===== src/rtl/line_mon_pkg.sv =====
// Purpose: constants, types and register map of the ac line monitor and startup gate
// Assumes: 250 MHz controller clock; line period kept in 10 us ticks
// Notes: 8-bit registers sit in the low bits of the 16-bit register data
package line_mon_pkg;
  localparam int CLK_MHZ = 250;
  localparam int TICK_NS = 10000;
  localparam int TICK_CYC = TICK_NS * CLK_MHZ / 1000;
  localparam int INIT_WINDOW_MS = 40;
  localparam int INIT_WINDOW_TICKS = INIT_WINDOW_MS * 1000000 / TICK_NS;
  localparam int SAG_SHORT_MS = 2;
  localparam int SAG_LONG_MS = 4;
  localparam logic [15:0] SAG_SHORT_TICKS = 16'(SAG_SHORT_MS * 1000000 / TICK_NS);
  localparam logic [15:0] SAG_LONG_TICKS = 16'(SAG_LONG_MS * 1000000 / TICK_NS);
  // period limit registers count in 100 us steps
  localparam logic [7:0] LIMIT_TICKS_PER_LSB = 8'h0A;

  localparam logic [15:0] ADDR_ON_OFF_CMD = 16'h0001;
  localparam logic [15:0] ADDR_ON_OFF_SOURCE = 16'h0002;
  localparam logic [15:0] ADDR_START_THR = 16'h0035;
  localparam logic [15:0] ADDR_WARN_THR = 16'h0036;
  localparam logic [15:0] ADDR_UV_LIMIT = 16'h0059;
  localparam logic [15:0] ADDR_INPUT_STATUS = 16'h007C;
  localparam logic [15:0] ADDR_CROSS_LEVEL = 16'hFE25;
  localparam logic [15:0] ADDR_LINE_AVG = 16'hFE26;
  localparam logic [15:0] ADDR_MIN_PERIOD = 16'hFE27;
  localparam logic [15:0] ADDR_MAX_PERIOD = 16'hFE28;
  localparam logic [15:0] ADDR_SAG_CFG = 16'hFE2E;
  localparam logic [15:0] ADDR_LINE_PERIOD = 16'hFE85;

  localparam int CMD_ON_BIT = 7;
  localparam int SRC_PIN_POL_BIT = 1;
  localparam int SRC_CMD_EN_BIT = 2;
  localparam int SRC_PIN_EN_BIT = 3;
  localparam int SAG_MODE_LSB = 3;
  localparam int STAT_BROWNOUT_BIT = 3;
  localparam int STAT_UV_BIT = 4;
  localparam int STAT_SAG_BIT = 5;

  localparam logic [7:0] SOURCE_RST = 8'h0A;
  localparam logic [7:0] CROSS_LEVEL_RST = 8'h20;
  localparam logic [7:0] MIN_PERIOD_RST = 8'h50;
  localparam logic [7:0] MAX_PERIOD_RST = 8'hC8;
  localparam logic [7:0] STATUS_RST = 8'h08;

  typedef enum logic [1:0] {
    SAG_QUARTER = 2'b00,
    SAG_HALF = 2'b01,
    SAG_ABS_SHORT = 2'b10,
    SAG_ABS_LONG = 2'b11
  } sag_mode_t;

  typedef enum logic [1:0] {
    ST_WAIT_ON = 2'b00,
    ST_DETECT = 2'b01,
    ST_RUN = 2'b10
  } start_state_t;

  typedef struct packed {
    logic wr;
    logic rd;
    logic [15:0] addr;
    logic [15:0] wdata;
  } reg_req_t;

  typedef struct packed {
    logic [15:0] period;
    logic period_valid;
    logic [15:0] zero_cross_stamp;
    logic zero_cross_valid;
  } line_info_t;
endpackage : line_mon_pkg


===== src/rtl/level_cross_detect.sv =====
// Purpose: falling and rising crossing detector for a 7-bit level
// Assumes: samples and level on the controller clock
// Notes: pulses last one cycle, on the sample that first lies past the level
`timescale 1ns/1ns
module level_cross_detect #(
  parameter int W = 7
) (
  input wire logic clk_sys_in,
  input wire logic srst_in,
  input wire logic sample_valid_in,
  input wire logic [W-1:0] sample_in,
  input wire logic [W-1:0] level_in,
  output logic rise_out,
  output logic fall_out
);
  logic above_q;
  logic primed_q;
  wire above_now = sample_in > level_in;

  always_ff @(posedge clk_sys_in) begin
    if (srst_in) begin
      above_q <= 1'b0;
      primed_q <= 1'b0;
    end else if (sample_valid_in) begin
      above_q <= above_now;
      primed_q <= 1'b1;
    end
  end

  // first sample only primes, so reset never looks like a crossing
  assign rise_out = sample_valid_in && primed_q && above_now && !above_q;
  assign fall_out = sample_valid_in && primed_q && !above_now && above_q;
endmodule : level_cross_detect


===== src/rtl/line_monitor.sv =====
// Purpose: ac line period, zero crossing, average, startup gate and sag warning
// Assumes: line samples and rms come from logic on this clock; the on/off pin is asynchronous
// Notes: register port answers one cycle after a read or write strobe
`timescale 1ns/1ns
module line_monitor
  import line_mon_pkg::*;
#(
  parameter int SENSE_W = 16
) (
  input wire logic clk_sys_in,
  input wire logic srst_in,
  input wire logic supply_on_request_in,
  input wire logic sense_valid_in,
  input wire logic [SENSE_W-1:0] rectified_line_sense_in,
  input wire logic [15:0] rms_line_in,
  input wire reg_req_t reg_req_in,
  output logic [15:0] reg_rdata_out,
  output logic reg_ack_out,
  output logic reg_err_out,
  output line_info_t ctrl_line_info_out,
  output line_info_t meter_line_info_out,
  output logic soft_start_go_out,
  output logic converter_on_out,
  output logic line_good_n_out,
  output logic uv_shutdown_out
);
  // the crossing slice needs 7 bits and the sag compare takes 16 at most
  if (SENSE_W < 8 || SENSE_W > 16) begin : g_bad_sense_w
    $error("SENSE_W must be 8 to 16");
  end

  // registers
  logic [7:0] cmd_q;
  logic [7:0] source_q;
  logic [15:0] start_thr_q;
  logic [15:0] warn_thr_q;
  logic [15:0] uv_limit_q;
  logic [7:0] status_q;
  logic [7:0] cross_level_q;
  logic [7:0] min_period_q;
  logic [7:0] max_period_q;
  logic [7:0] sag_cfg_q;
  logic [15:0] period_q;
  logic [6:0] avg_q;

  // pin synchroniser: only the second stage is read
  logic pin_meta_q;
  logic pin_sync_q;
  always_ff @(posedge clk_sys_in) begin
    if (srst_in) begin
      pin_meta_q <= 1'b0;
      pin_sync_q <= 1'b0;
    end else begin
      pin_meta_q <= supply_on_request_in;
      pin_sync_q <= pin_meta_q;
    end
  end

  // on request from the selected source
  wire pin_on = pin_sync_q ~^ source_q[SRC_PIN_POL_BIT];
  wire pin_ok = !source_q[SRC_PIN_EN_BIT] || pin_on;
  wire cmd_ok = !source_q[SRC_CMD_EN_BIT] || cmd_q[CMD_ON_BIT];
  wire any_src = source_q[SRC_PIN_EN_BIT] || source_q[SRC_CMD_EN_BIT];
  wire on_req = any_src && pin_ok && cmd_ok;

  // tick prescaler and time stamp
  logic [11:0] pre_q;
  logic [15:0] stamp_q;
  wire tick = pre_q == 12'(TICK_CYC - 1);
  always_ff @(posedge clk_sys_in) begin
    if (srst_in) begin
      pre_q <= 12'h000;
      stamp_q <= 16'h0000;
    end else begin
      pre_q <= tick ? 12'h000 : pre_q + 12'h001;
      stamp_q <= stamp_q + {15'h0000, tick};
    end
  end

  start_state_t state_q;
  start_state_t state_d;
  wire measuring = state_q != ST_WAIT_ON;

  // 40 ms initial window, counted from the on request
  logic [15:0] init_ticks_q;
  wire init_done = init_ticks_q >= 16'(INIT_WINDOW_TICKS);
  always_ff @(posedge clk_sys_in) begin
    if (srst_in || !measuring) init_ticks_q <= 16'h0000;
    else if (tick && !init_done) init_ticks_q <= init_ticks_q + 16'h0001;
  end

  // crossing detection against the set level, then the average
  wire [6:0] sample7 = rectified_line_sense_in[SENSE_W-1 -: 7];
  wire [6:0] level = init_done ? avg_q : cross_level_q[6:0];
  logic rise_ev;
  logic fall_raw;
  level_cross_detect #(.W(7)) u_cross (
    .clk_sys_in(clk_sys_in),
    .srst_in(srst_in || !measuring),
    .sample_valid_in(sense_valid_in),
    .sample_in(sample7),
    .level_in(level),
    .rise_out(rise_ev),
    .fall_out(fall_raw)
  );

  // running average with 1/16 weight per sample (about 16 samples), latched at each falling crossing
  logic [10:0] avg_acc_q;
  wire [10:0] avg_acc_d = avg_acc_q - {4'h0, avg_acc_q[10:4]} + {4'h0, sample7};
  always_ff @(posedge clk_sys_in) begin
    if (srst_in) begin
      avg_acc_q <= 11'h000;
      avg_q <= 7'h00;
    end else begin
      if (sense_valid_in) avg_acc_q <= avg_acc_d;
      if (fall_raw) avg_q <= avg_acc_q[10:4];
    end
  end

  // period measurement
  logic have_fall_q;
  logic [15:0] last_fall_q;
  logic [15:0] last_rise_q;
  wire [15:0] since_fall = stamp_q - last_fall_q;
  // widen before the product: 0xC8 steps is 2000 ticks, past 8 bits
  wire [15:0] max_ticks = 16'(max_period_q) * 16'(LIMIT_TICKS_PER_LSB);
  wire [15:0] min_ticks = 16'(min_period_q) * 16'(LIMIT_TICKS_PER_LSB);
  // rectified falls come once per half period; the line period is twice that
  wire [16:0] raw_period = {since_fall, 1'b0};
  wire out_of_range = raw_period > {1'b0, max_ticks} || raw_period < {1'b0, min_ticks};
  wire [15:0] clamped = out_of_range ? max_ticks : raw_period[15:0];
  // nothing crossed for a whole longest period: report the longest one
  wire no_cross = measuring && have_fall_q && tick && since_fall >= max_ticks;
  wire half_ev = fall_raw && have_fall_q;
  wire [15:0] rise_span = stamp_q - last_rise_q;
  wire [15:0] mid_stamp = last_rise_q + {1'b0, rise_span[15:1]};

  always_ff @(posedge clk_sys_in) begin
    if (srst_in || !measuring) begin
      have_fall_q <= 1'b0;
      last_fall_q <= 16'h0000;
      last_rise_q <= 16'h0000;
    end else begin
      if (rise_ev) last_rise_q <= stamp_q;
      if (fall_raw || no_cross) last_fall_q <= stamp_q;
      if (fall_raw) have_fall_q <= 1'b1;
    end
  end

  always_ff @(posedge clk_sys_in) begin
    if (srst_in) begin
      period_q <= 16'h0000;
    end else if (half_ev) begin
      period_q <= clamped;
    end else if (no_cross || (measuring && !have_fall_q && period_q == 16'h0000)) begin
      period_q <= max_ticks;
    end
  end

  // same record to the control loop and the metering block
  line_info_t info_q;
  always_ff @(posedge clk_sys_in) begin
    if (srst_in) begin
      info_q <= '0;
    end else begin
      info_q.period_valid <= half_ev || no_cross;
      if (half_ev || no_cross) info_q.period <= half_ev ? clamped : max_ticks;
      info_q.zero_cross_valid <= fall_raw;
      if (fall_raw) info_q.zero_cross_stamp <= mid_stamp;
    end
  end
  assign ctrl_line_info_out = info_q;
  assign meter_line_info_out = info_q;

  // startup gate
  wire start_ok = half_ev && rms_line_in > start_thr_q;
  always_comb begin
    state_d = state_q;
    case (state_q)
      ST_WAIT_ON: begin
        if (on_req) state_d = ST_DETECT;
      end
      ST_DETECT: begin
        if (!on_req) state_d = ST_WAIT_ON;
        else if (start_ok) state_d = ST_RUN;
      end
      ST_RUN: begin
        if (!on_req) state_d = ST_WAIT_ON;
      end
      default: state_d = ST_WAIT_ON;
    endcase
  end

  logic go_q;
  always_ff @(posedge clk_sys_in) begin
    if (srst_in) begin
      state_q <= ST_WAIT_ON;
      go_q <= 1'b0;
    end else begin
      state_q <= state_d;
      go_q <= state_q == ST_DETECT && state_d == ST_RUN;
    end
  end
  assign soft_start_go_out = go_q;
  assign converter_on_out = state_q == ST_RUN;

  // sag watch: counts ticks below the warning level
  logic [15:0] below_ticks_q;
  logic sag_live_q;
  wire [15:0] inst16 = 16'(rectified_line_sense_in);
  wire below = inst16 < warn_thr_q;
  logic [15:0] sag_limit;
  always_comb begin
    case (sag_mode_t'(sag_cfg_q[SAG_MODE_LSB +: 2]))
      SAG_QUARTER: sag_limit = {2'b00, period_q[15:2]};
      SAG_HALF: sag_limit = {1'b0, period_q[15:1]};
      SAG_ABS_SHORT: sag_limit = SAG_SHORT_TICKS;
      default: sag_limit = SAG_LONG_TICKS;
    endcase
  end
  wire sag_trip = state_q == ST_RUN && below && below_ticks_q > sag_limit;

  always_ff @(posedge clk_sys_in) begin
    if (srst_in || state_q != ST_RUN || !below) begin
      below_ticks_q <= 16'h0000;
    end else if (tick && below_ticks_q != 16'hFFFF) begin
      below_ticks_q <= below_ticks_q + 16'h0001;
    end
  end

  always_ff @(posedge clk_sys_in) begin
    if (srst_in) sag_live_q <= 1'b0;
    else if (sag_trip) sag_live_q <= 1'b1;
    else if (!below || state_q != ST_RUN) sag_live_q <= 1'b0;
  end
  // warning only: sag reaches the line-good pin and no control path
  assign line_good_n_out = sag_live_q;

  // shutdown decision uses the uv limit alone, never the warning level
  logic uv_q;
  always_ff @(posedge clk_sys_in) begin
    if (srst_in) uv_q <= 1'b0;
    else uv_q <= state_q == ST_RUN && rms_line_in < uv_limit_q;
  end
  assign uv_shutdown_out = uv_q;

  // register port
  wire wr = reg_req_in.wr;
  wire [15:0] wd = reg_req_in.wdata;
  wire [15:0] ad = reg_req_in.addr;
  wire stat_w = wr && ad == ADDR_INPUT_STATUS;
  wire [7:0] stat_clr = stat_w ? wd[7:0] : 8'h00;
  logic [7:0] stat_set;
  always_comb begin
    stat_set = 8'h00;
    stat_set[STAT_SAG_BIT] = sag_trip;
    stat_set[STAT_BROWNOUT_BIT] = sag_trip;
    stat_set[STAT_UV_BIT] = uv_q;
  end

  always_ff @(posedge clk_sys_in) begin
    if (srst_in) begin
      cmd_q <= 8'h00;
      source_q <= SOURCE_RST;
      start_thr_q <= 16'h0000;
      warn_thr_q <= 16'h0000;
      uv_limit_q <= 16'h0000;
      cross_level_q <= CROSS_LEVEL_RST;
      min_period_q <= MIN_PERIOD_RST;
      max_period_q <= MAX_PERIOD_RST;
      sag_cfg_q <= 8'h00;
    end else if (wr) begin
      if (ad == ADDR_ON_OFF_CMD) cmd_q <= wd[7:0];
      else if (ad == ADDR_ON_OFF_SOURCE) source_q <= wd[7:0];
      else if (ad == ADDR_START_THR) start_thr_q <= wd;
      else if (ad == ADDR_WARN_THR) warn_thr_q <= wd;
      else if (ad == ADDR_UV_LIMIT) uv_limit_q <= wd;
      else if (ad == ADDR_CROSS_LEVEL) cross_level_q <= {1'b0, wd[6:0]};
      else if (ad == ADDR_MIN_PERIOD) min_period_q <= wd[7:0];
      else if (ad == ADDR_MAX_PERIOD) max_period_q <= wd[7:0];
      else if (ad == ADDR_SAG_CFG) sag_cfg_q <= wd[7:0];
    end
  end

  // status: write one to clear, a new event in the same cycle wins
  always_ff @(posedge clk_sys_in) begin
    if (srst_in) begin
      status_q <= STATUS_RST;
    end else if (start_ok && state_q == ST_DETECT) begin
      status_q <= (status_q & ~stat_clr & ~(8'h01 << STAT_BROWNOUT_BIT)) | stat_set;
    end else begin
      status_q <= (status_q & ~stat_clr) | stat_set;
    end
  end

  logic [15:0] rdata;
  logic hit;
  always_comb begin
    hit = 1'b1;
    rdata = 16'h0000;
    if (ad == ADDR_ON_OFF_CMD) rdata = {8'h00, cmd_q};
    else if (ad == ADDR_ON_OFF_SOURCE) rdata = {8'h00, source_q};
    else if (ad == ADDR_START_THR) rdata = start_thr_q;
    else if (ad == ADDR_WARN_THR) rdata = warn_thr_q;
    else if (ad == ADDR_UV_LIMIT) rdata = uv_limit_q;
    else if (ad == ADDR_INPUT_STATUS) rdata = {8'h00, status_q};
    else if (ad == ADDR_CROSS_LEVEL) rdata = {8'h00, cross_level_q};
    else if (ad == ADDR_LINE_AVG) rdata = {9'h000, avg_q};
    else if (ad == ADDR_MIN_PERIOD) rdata = {8'h00, min_period_q};
    else if (ad == ADDR_MAX_PERIOD) rdata = {8'h00, max_period_q};
    else if (ad == ADDR_SAG_CFG) rdata = {8'h00, sag_cfg_q};
    else if (ad == ADDR_LINE_PERIOD) rdata = period_q;
    else hit = 1'b0;
  end

  always_ff @(posedge clk_sys_in) begin
    if (srst_in) begin
      reg_rdata_out <= 16'h0000;
      reg_ack_out <= 1'b0;
      reg_err_out <= 1'b0;
    end else begin
      reg_rdata_out <= reg_req_in.rd && hit ? rdata : 16'h0000;
      reg_ack_out <= reg_req_in.rd || wr;
      reg_err_out <= (reg_req_in.rd || wr) && !hit;
    end
  end

  // checks
  a_period_clamp: assert property (@(posedge clk_sys_in) disable iff (srst_in)
    half_ev && out_of_range |=> period_q == $past(max_ticks))
    else $error("out of range period not replaced by longest limit");
  a_period_update: assert property (@(posedge clk_sys_in) disable iff (srst_in)
    half_ev && !out_of_range |=> period_q == $past(raw_period[15:0]))
    else $error("period reading not updated from measurement");
  a_wait_source: assert property (@(posedge clk_sys_in) disable iff (srst_in)
    state_q == ST_WAIT_ON && !on_req |=> state_q == ST_WAIT_ON)
    else $error("measuring began without on request");
  a_start_gate: assert property (@(posedge clk_sys_in) disable iff (srst_in)
    go_q |-> $past(state_q) == ST_DETECT && $past(rms_line_in > start_thr_q)
      && !status_q[STAT_BROWNOUT_BIT])
    else $error("soft start without rms over start threshold");
  a_sag_flag: assert property (@(posedge clk_sys_in) disable iff (srst_in)
    sag_trip |=> status_q[STAT_SAG_BIT] && sag_live_q)
    else $error("sag flag or live sag wrong");
  a_sag_release: assert property (@(posedge clk_sys_in) disable iff (srst_in)
    sag_live_q && !below |=> !sag_live_q)
    else $error("live sag kept after line recovered");
  a_line_good: assert property (@(posedge clk_sys_in) disable iff (srst_in)
    $rose(sag_live_q) |-> line_good_n_out ##0 $past(state_q) == ST_RUN)
    else $error("line good not low-active on sag");
  a_uv_only: assert property (@(posedge clk_sys_in) disable iff (srst_in)
    uv_shutdown_out |-> $past(rms_line_in) < $past(uv_limit_q))
    else $error("shutdown without uv limit crossing");
  a_zero_mid: assert property (@(posedge clk_sys_in) disable iff (srst_in)
    fall_raw |=> info_q.zero_cross_valid && info_q.zero_cross_stamp == $past(mid_stamp))
    else $error("zero crossing not at midpoint");
  a_both_sinks: assert property (@(posedge clk_sys_in) disable iff (srst_in)
    ctrl_line_info_out.period_valid |-> meter_line_info_out.period == ctrl_line_info_out.period)
    else $error("control and metering disagree");
endmodule : line_monitor


===== config.mk =====
export PLATFORM = sky130hd
export DESIGN_NAME = line_monitor
export DESIGN_NICKNAME = d
export VERILOG_FILES = /design/src/rtl/line_mon_pkg.sv /design/src/rtl/level_cross_detect.sv /design/src/rtl/line_monitor.sv
export SDC_FILE = /design/constraint.sdc
export NUM_CORES = 1
export LEC_CHECK = 0
export BUFFER_PORTS_ARGS = -buffer_cell sky130_fd_sc_hd__buf_4
export CORE_ASPECT_RATIO = 0.9
export CORE_MARGIN = 8
export CORE_UTILIZATION = 55
export CTS_CLUSTER_DIAMETER = 50
export DETAILED_ROUTE_END_ITERATION = 16
export PLACE_DENSITY = 0.78
export REMOVE_ABC_BUFFERS = 1
export SLEW_MARGIN = 20
export SYNTH_ARGS = -nofsm -noshare
export SYNTH_HDL_FRONTEND = slang
export SYNTH_SLANG_ARGS = --single-unit

===== constraint.sdc =====
create_clock -name clk_sys_in -period 3.5 [get_ports clk_sys_in]
set_input_delay 1.05 -clock clk_sys_in [delete_from_list [all_inputs] [get_ports clk_sys_in]]
set_output_delay 1.05 -clock clk_sys_in [all_outputs]
set_load 0.02 [all_outputs]

==> summary.md, run 1 <==
## Timing
• **post-route worst setup slack** -0.5135 ns
• **Final Hold Vio Count** 0
• **final critical-path share of the clock period** 114.7%
• **Rel. slew slack** 36.12%
• **worst-margin pin slew** 0.9501 ns
• **setup_tns** -20.40 ns
• **worst-case clock skew** 0.02948 ns
• **Final Setup Violations** 53
• **number of max-slew violations in the final report** 0
• **unrepaired setup endpoints after global routing** yes
• **final critical-path required period** 4.014 ns
• **timing-limited maximum frequency** 249.2 MHz

## Detailed routing
• **post-detailed-route count of antenna-violating nets** 0
• **# DRC** 0
• **Total Routed Length** 55.21 mm
• **detailed-routing iteration count for the pre-antenna-repair pass** 8
• **drt first-iter violations** 1,549
• **average routed wire per standard cell** 19.39 um
• **post-detailed-route via-to-cell ratio** 5.922
• **overall via count from detail_route** 16,870

## Yosys
• **cell types with the largest area share after synthesis** sky130_fd_sc_hd__dfxtp_1, sky130_fd_sc_hd__ha_1, sky130_fd_sc_hd__mux2i_1
• **count of state elements after synthesis** 289
• **number of distinct library cells after synthesis** 78
• **Mapped Area** 0.01754 mm2
• **mean post-synth cell area** 8.349 um2
• **top cell type's share of synthesized area** 32.98%
• **post-synthesis instance total** 2,101
• **number of flops mapped to enable cells by yosys** 0
• **FFs w/ async S/R, synth** 0%
• **Top FF cell, synth** sky130_fd_sc_hd__dfxtp_1
• **most area-hungry cell type in the Yosys netlist** sky130_fd_sc_hd__dfxtp_1
• **sequential-to-total area share from yosys stat** 32.98%
• **warning count from the yosys run** 0

## Power and ir drop
• **internal power of the cells** 6.270 mW
• **Pwr per Cell Area** 377.3 mW/mm2
• **combinational fraction of design power** 14.7%
• **share of total power consumed by net switching** 27.03%
• **Switching Power** 2.322 mW
• **worst ir drop on vdd** 0.3321 mV
• **Lkg Pwr** 9.591 nW
• **fraction of power consumed by the clock network** 45.6%
• **fraction of power consumed by sequential logic** 39.7%

## Final layout
• **Filler Cell Count** 2,262
• **final standard cell utilization of the core** 71.96%
• **fraction of final layout cells with drive strength greater than 1** 25.51%
• **total area of sequential cells** 0.005796 mm2
• **most used cells in the layout excluding fill and tap cells** sky130_fd_sc_hd__buf_4, sky130_fd_sc_hd__dfxtp_1, sky130_fd_sc_hd__nor2_1
• **most common library cell in the layout ignoring fill and taps** sky130_fd_sc_hd__buf_4
• **area grow syn2layout** 29.85%
• **final net count** 2,671
• **area of the multi-input gates** 0.01147 mm2

## Global route
• **first-pass GRT wire length** 85.52 mm
• **number of global-route vias before repair** 16,720
• **GR Util All Layers** 27.57%
• **GRT Residual Overflow** 0
• **maximum number of pins on one net before global-route repair** 51
• **antenna violations before repair** 2

## Critical path
• **slack of the worst reg-to-reg path** -0.51 ns
• **required time at the worst-slack endpoint** 3.94 ns
• **crit-path max cell delay** 0.34 ns
• **type of destination of the critical path** register
• **highest net fanout along the worst path** 6
• **category of the most critical setup path** reg2reg
• **worst endpoint data arrival time** 4.45 ns
• **crit-path cells** buf_4 -> ha_1 -> ha_4 -> a21oi_2 -> o21bai_2 -> a21o_1 -> a21o_1 -> xor2_1 -> inv_1 -> ha_1 -> nand2_2 -> nor2_2 -> a211o_1 -> o41ai_4 -> buf_4 -> nand3_4 -> buf_12 -> a211oi_4
• **cell with the largest stage delay on the worst path** sky130_fd_sc_hd__a211o_1
• **startpoint class of the critical path** register

## Die
• **die area** 0.03787 mm2
• **number of placement rows** 62
• **Die H** 185.4 um
• **number of I/O pins** 160
• **chip width** 204.2 um
• **core outline area** 0.03165 mm2
• **initial cell density of the core** 55.42%

## CTS
• **CTS buffer count** 36
• **TritonCTS clock tree** built
• **clock network latency to the later pin of the worst-skew pair** 0.54 ns
• **cts hold-fix bufs** 0
• **CTS sink cnt** 289
• **Clock Tree Buf Depth** 3
• **cell at the root of the clock tree** sky130_fd_sc_hd__clkbuf_16
• **Clock Pin Slew Worst Setup and Hold Paths** 0.06 ns
• **# H-tree levels** 2

## Hold path
• **type of the tightest min-delay check** reg2reg

## Outcome
• **violated checks** negative setup slack
• **result of the run** finished, violations left

## Placed design
• **gpl congestion** 0.9321
• **Post-DP HPWL** 38.29 mm
• **number of I/O port buffers** 157
• **pre-CTS setup slack** -0.5712 ns

## Flow run
• **max cap viols** 0

-- layout make-up --
type | count | area share, %
tap | 416 | 2.285
antenna | 2 | 0.02197
clock buffer | 44 | 4.444
timing repair buffer | 379 | 13.65
clock inverter | 20 | 1.088
multi-input combinational | 1533 | 50.35
sequential | 289 | 25.45
inverter | 165 | 2.719
-- state kept, by name (all words and copies together) (netlist names), 2 cells and up --
name and count:
ctrl_line_info_out 33, last_rise_q 16, max_period_q 8, pre_q 12, avg_q 7, sag_cfg_q 8
min_period_q 8, reg_rdata_out 16, source_q 8, uv_limit_q 16, stamp_q 16, below_ticks_q 16
period_q 15, start_thr_q 16, state_q 2, init_ticks_q 16, avg_acc_q 11, cross_level_q 7
cmd_q 8, last_fall_q 16, warn_thr_q 16, status_q 8
-- critical path: cells and delay by family, from the launching register on --
kind / cells / cell delay, ns
adders and majority gates: 3 / 0.90
buffers and inverters: 4 / 0.68
xor gates and xnor gates: 1 / 0.19
DFF: 1 / 0.33
and+or+nand+nor: 3 / 0.29
AOI/OAI and AO/OA: 7 / 1.54
-- logic make-up (layout without fill, tap and decap cells) --
family | Yosys count | after routing | share of synthesized area [%]
AOI/OAI and AO/OA | 425 | 425 | 15.86
xor gates and xnor gates | 94 | 94 | 4.694
adders and majority gates | 197 | 197 | 14.57
buffers and inverters | 280 | 608 | 6.819
DFF | 289 | 289 | 32.98
muxes | 109 | 109 | 6.234
other | 1 | 4 | 0.02138
and+or+nand+nor | 706 | 706 | 18.82
-- worst paths after layout --
check,startpoint,to,cells past startpoint
max reg2reg,max_period_q[3]$_SDFFE_PP1P_,period_q[9]$_SDFFE_PP0P_,18
min reg2reg,pin_meta_q$_SDFF_PP0_,pin_sync_q$_SDFF_PP0_,1
max,max_period_q[3]$_SDFFE_PP1P_,period_q[9]$_SDFFE_PP0P_,18
min,pin_meta_q$_SDFF_PP0_,pin_sync_q$_SDFF_PP0_,1
-- timing repair --
| item | in CTS | in global routing |
|---|---|---|
| gates resized for setup | 141 | 87 |
| pin swaps | 93 | 87 |
| buffers inserted | 25 | 21 |
| endpoints found under the setup margin | 54 | 57 |
| cloned | 3 | 2 |
-- layer usage --
layer / wire, um / vias to the layer above / track usage (%) / part of all wire, %
met5: 0 / - / 0 / 0
met4: 2337 / 0 / 11.80 / 4.2
met3: 4216 / 169 / 4.266 / 7.6
met2: 26000 / 700 / 46.93 / 47
met1: 22660 / 8053 / 34.30 / 41
li1: - / 7945 / - / -
-- cell usage after synthesis, types with 5 or more instances --
cell type,number
sky130_fd_sc_hd__and2_1,10
sky130_fd_sc_hd__nand2_1,194
sky130_fd_sc_hd__o221ai_1,7
sky130_fd_sc_hd__a2111oi_0,5
sky130_fd_sc_hd__dfxtp_1,289
sky130_fd_sc_hd__nor3b_1,9
sky130_fd_sc_hd__fa_1,12
sky130_fd_sc_hd__or2_2,12
sky130_fd_sc_hd__o21bai_1,16
sky130_fd_sc_hd__o21a_1,9
sky130_fd_sc_hd__and3_1,18
sky130_fd_sc_hd__ha_1,185
sky130_fd_sc_hd__inv_1,165
sky130_fd_sc_hd__nor4_1,8
sky130_fd_sc_hd__xor2_1,41
sky130_fd_sc_hd__a21boi_0,6
sky130_fd_sc_hd__a211oi_2,5
sky130_fd_sc_hd__a31oi_1,7
sky130_fd_sc_hd__nand2b_1,18
sky130_fd_sc_hd__a222oi_1,11
sky130_fd_sc_hd__a21o_1,35
sky130_fd_sc_hd__xnor2_1,53
sky130_fd_sc_hd__a22oi_1,34
sky130_fd_sc_hd__nor2_1,229
sky130_fd_sc_hd__mux2i_1,107
sky130_fd_sc_hd__o21ai_0,46
sky130_fd_sc_hd__a21oi_1,163
sky130_fd_sc_hd__a211o_1,5
sky130_fd_sc_hd__o31ai_1,7
sky130_fd_sc_hd__buf_4,37
sky130_fd_sc_hd__clkbuf_1,69
sky130_fd_sc_hd__nand4_1,24
sky130_fd_sc_hd__o22ai_1,10
sky130_fd_sc_hd__nand3_1,88
sky130_fd_sc_hd__or3_1,16
sky130_fd_sc_hd__nor3_1,27
sky130_fd_sc_hd__a211oi_1,24
sky130_fd_sc_hd__nor2b_1,24
-- power groups by stage --
stage / logic [mW] / clock network [mW] / registers, mW
floorplan: 0.787 / 0 / 3.46
detailed placement: 1.22 / 0 / 3.48
CTS: 1.25 / 3.94 / 3.41
global route: 1.41 / 4.08 / 3.42
global placement: 1.16 / 0 / 3.48
finish: 1.26 / 3.92 / 3.41
-- stage by stage --
stage	cell area (um2)	std cells	power [mW]	hold slack (ns)
after floorplan	16970	1987	4.245	0.4115
after global placement	20100	2736	4.643	0.4185
after detailed placement	20100	2736	4.705	0.4247
after CTS	22220	2826	8.597	0.4369
after global routing	22780	2848	8.903	0.4495
final	22780	2848	8.593	0.4337
Note: power is estimated with default switching activity, not from simulation.
==> run 2: changes to the inputs <==
Settings changed: CORE_MARGIN 8 to default.
==> summary.md, run 2 (synthesized netlist as in run 1, its figures left out) <==
## Power and ir drop
• **combinational fraction of design power** 14.3%, -0.4 points
• **fraction of power consumed by sequential logic** 40.2%, +0.5 points
• **Pwr per Cell Area** 377.6 mW/mm2, about the same
• **fraction of power consumed by the clock network** 45.4%, -0.2 points
• **Switching Power** 2.289 mW, -1.4%
• **internal power of the cells** 6.177 mW, -1.5%
• **share of total power consumed by net switching** 27.04%, about the same
• **worst ir drop on vdd** 0.4115 mV, +24%
• **Lkg Pwr** 9.403 nW, -2.0%

## Timing
• **final critical-path required period** 3.943 ns, -0.07078 ns
• **number of max-slew violations in the final report** 0, unchanged
• **timing-limited maximum frequency** 253.6 MHz, +1.8%
• **Hold WS** 0.4278 ns, -0.005835 ns
• **post-route worst setup slack** -0.4427 ns, +0.07078 ns
• **final critical-path share of the clock period** 112.6%, -2.0 points
• **Final Setup Violations** 48, -9.4%
• **Rel. slew slack** 36.39%, +0.27 points
• **unrepaired setup endpoints after global routing** yes
• **worst-margin pin slew** 0.9461 ns, -0.003999 ns
• **Final Hold Vio Count** 0, unchanged
• **worst-case clock skew** 0.02789 ns, -0.001588 ns

## Placed design
• **Placed Instance Area** 0.02002 mm2, -0.38%
• **number of I/O port buffers** 157, unchanged
• **gpl congestion** 0.9641, +3.4%
• **Post-DP HPWL** 37.90 mm, -1.0%

## Outcome
• **violated checks** negative setup slack
• **result of the run** finished, violations left

## Flow run
• **max cap viols** 0, unchanged

## CTS
• **Clock Tree Buf Depth** 3, unchanged
• **CTS sink cnt** 289, unchanged
• **cell at the root of the clock tree** sky130_fd_sc_hd__clkbuf_16
• **CTS buffer count** 36, unchanged
• **TritonCTS clock tree** built
• **clock network latency to the later pin of the worst-skew pair** 0.55 ns, about the same
• **Clock Pin Slew Worst Setup and Hold Paths** 0.06 ns, about the same
• **# H-tree levels** 2, unchanged
• **cts hold-fix bufs** 0, unchanged

## Critical path
• **highest net fanout along the worst path** 6, unchanged
• **category of the most critical setup path** reg2reg
• **startpoint class of the critical path** register
• **required time at the worst-slack endpoint** 3.97 ns, +0.03 ns
• **worst endpoint data arrival time** 4.42 ns, -0.03 ns
• **type of destination of the critical path** register

## Global route
• **first-pass GRT wire length** 82.14 mm, -4.0%
• **number of global-route vias before repair** 16,120, -3.6%
• **met1 GRT Util** 39.02%, +4.7 points
• **maximum number of pins on one net before global-route repair** 55, +7.8%
• **met3 demand-to-capacity share in global routing** 4.979%, +0.71 points
• **met2 usage in global routing** 53.81%, +6.9 points
• **GRT busiest layer** met2
• **antenna violations before repair** 1, -1
• **GR Util All Layers** 31.54%, +4.0 points
• **GRT Residual Overflow** 0, unchanged

## Die
• **core outline area** 0.03114 mm2, -1.6%
• **initial cell density of the core** 56.33%, +0.91 points
• **number of I/O pins** 160, unchanged
• **Die H** 171.4 um, -7.6%
• **number of placement rows** 61, -1.6%
• **chip width** 190.2 um, -6.9%
• **die area** 0.03261 mm2, -14%

## Final layout
• **post-route design area** 0.02242 mm2, -1.6%
• **most common library cell in the layout ignoring fill and taps** sky130_fd_sc_hd__buf_4
• **final net count** 2,646, -0.94%
• **total area of sequential cells** 0.005801 mm2, about the same
• **antenna fix cells** 0, -2
• **flip-flop count of the largest register after layout** 33, unchanged
• **most used cells in the layout excluding fill and tap cells** sky130_fd_sc_hd__buf_4, sky130_fd_sc_hd__dfxtp_1, sky130_fd_sc_hd__nor2_1
• **area grow syn2layout** 27.82%
• **Filler Cell Count** 2,253, -0.40%
• **final standard cell utilization of the core** 72.00%, about the same
• **area of the multi-input gates** 0.01141 mm2, -0.46%
• **fraction of final layout cells with drive strength greater than 1** 24.23%, -1.3 points

## Detailed routing
• **post-detailed-route count of antenna-violating nets** 0, unchanged
• **average routed wire per standard cell** 19.16 um, -1.2%
• **overall via count from detail_route** 16,660, -1.2%
• **drt first-iter violations** 1,475, -4.8%
• **post-detailed-route via-to-cell ratio** 5.918, about the same
• **# DRC** 0, unchanged
• **Total Routed Length** 53.94 mm, -2.3%
• **detailed-routing iteration count for the pre-antenna-repair pass** 8, unchanged

## Hold path
• **type of the tightest min-delay check** reg2reg

==> run 2: worst max-delay path, cell delays in order, from the launching register on <==
cell	delay, ns
sky130_fd_sc_hd__dfxtp_2	0.34
sky130_fd_sc_hd__ha_4	0.28
sky130_fd_sc_hd__ha_4	0.13
sky130_fd_sc_hd__inv_2	0.03
sky130_fd_sc_hd__fa_2	0.35
sky130_fd_sc_hd__inv_2	0.07
sky130_fd_sc_hd__a21oi_2	0.05
sky130_fd_sc_hd__o21bai_1	0.25
sky130_fd_sc_hd__a21o_1	0.17
sky130_fd_sc_hd__a21o_1	0.16
sky130_fd_sc_hd__xor2_2	0.21
sky130_fd_sc_hd__inv_2	0.11
sky130_fd_sc_hd__ha_4	0.28
sky130_fd_sc_hd__nand4_1	0.09
sky130_fd_sc_hd__o32ai_2	0.23
sky130_fd_sc_hd__a21oi_1	0.08
sky130_fd_sc_hd__and4bb_4	0.40
sky130_fd_sc_hd__buf_12	0.16
sky130_fd_sc_hd__mux2_4	0.33
sky130_fd_sc_hd__o22ai_2	0.13
==> run 2: metal layers <==
| metal | vias up | wire length [um] |
|---|---|---|
| met1 | 7896 | 22010 |
| met3 | 176 | 4034 |
| met2 | 718 | 25260 |
| li1 | 7868 | - |
| met5 | - | 13 |
| met4 | 2 | 2627 |
==> run 2: power by group through the flow <==
| stage | clock network [mW] | registers (mW) | logic [mW] |
|---|---|---|---|
| after CTS | 3.89 | 3.40 | 1.20 |
| after global placement | 0 | 3.48 | 1.14 |
| after global routing | 4.04 | 3.41 | 1.36 |
| after floorplan | 0 | 3.46 | 0.787 |
| final | 3.85 | 3.41 | 1.21 |
| after detailed placement | 0 | 3.48 | 1.18 |
==> run 2: metrics by stage <==
step	setup TNS (ns)	worst slack, ns	cells	total power [mW]
6_report	-17.54	-0.4427	2815	8.466
5_1_grt	-22.82	-0.5327	2815	8.808
4_1_cts	-14.31	-0.3650	2801	8.500
3_5_place_dp	-30.16	-0.6766	2722	4.658
3_3_place_gp	-23.72	-0.4947	2722	4.611
2_1_floorplan	-24.39	-0.6746	1987	4.245
==> run 2: repair_timing <==
| action | CTS | global route |
|---|---|---|
| pin swaps | 50 | 86 |
| setup buffers | 11 | 14 |
| endpoints found under the setup margin | 54 | 55 |
| resized for setup | 109 | 92 |
| gates cloned | 3 | 2 |
==> run 2: final timing paths <==
kind | from | endpoint | slack [ns] | depth (start not counted)
worst max-delay path | max_period_q[1]$_SDFFE_PP0P_ | ctrl_line_info_out[19]$_SDFFE_PP0P_ | -0.44 | 19
worst max register to register | max_period_q[1]$_SDFFE_PP0P_ | ctrl_line_info_out[19]$_SDFFE_PP0P_ | -0.44 | 19
worst min-delay path | pin_meta_q$_SDFF_PP0_ | pin_sync_q$_SDFF_PP0_ | 0.43 | 1
worst min register to register | pin_meta_q$_SDFF_PP0_ | pin_sync_q$_SDFF_PP0_ | 0.43 | 1
==> run 2: layout make-up <==
type                            count  area share (%)
Clock buffer                       45           4.347
Timing Repair Buffer              354           12.66
Clock inverter                     20           1.166
Tap cell                          409           2.282
Sequential cell                   289           25.87
Inverter                          165           2.762
Multi-Input combinational cell   1533           50.91
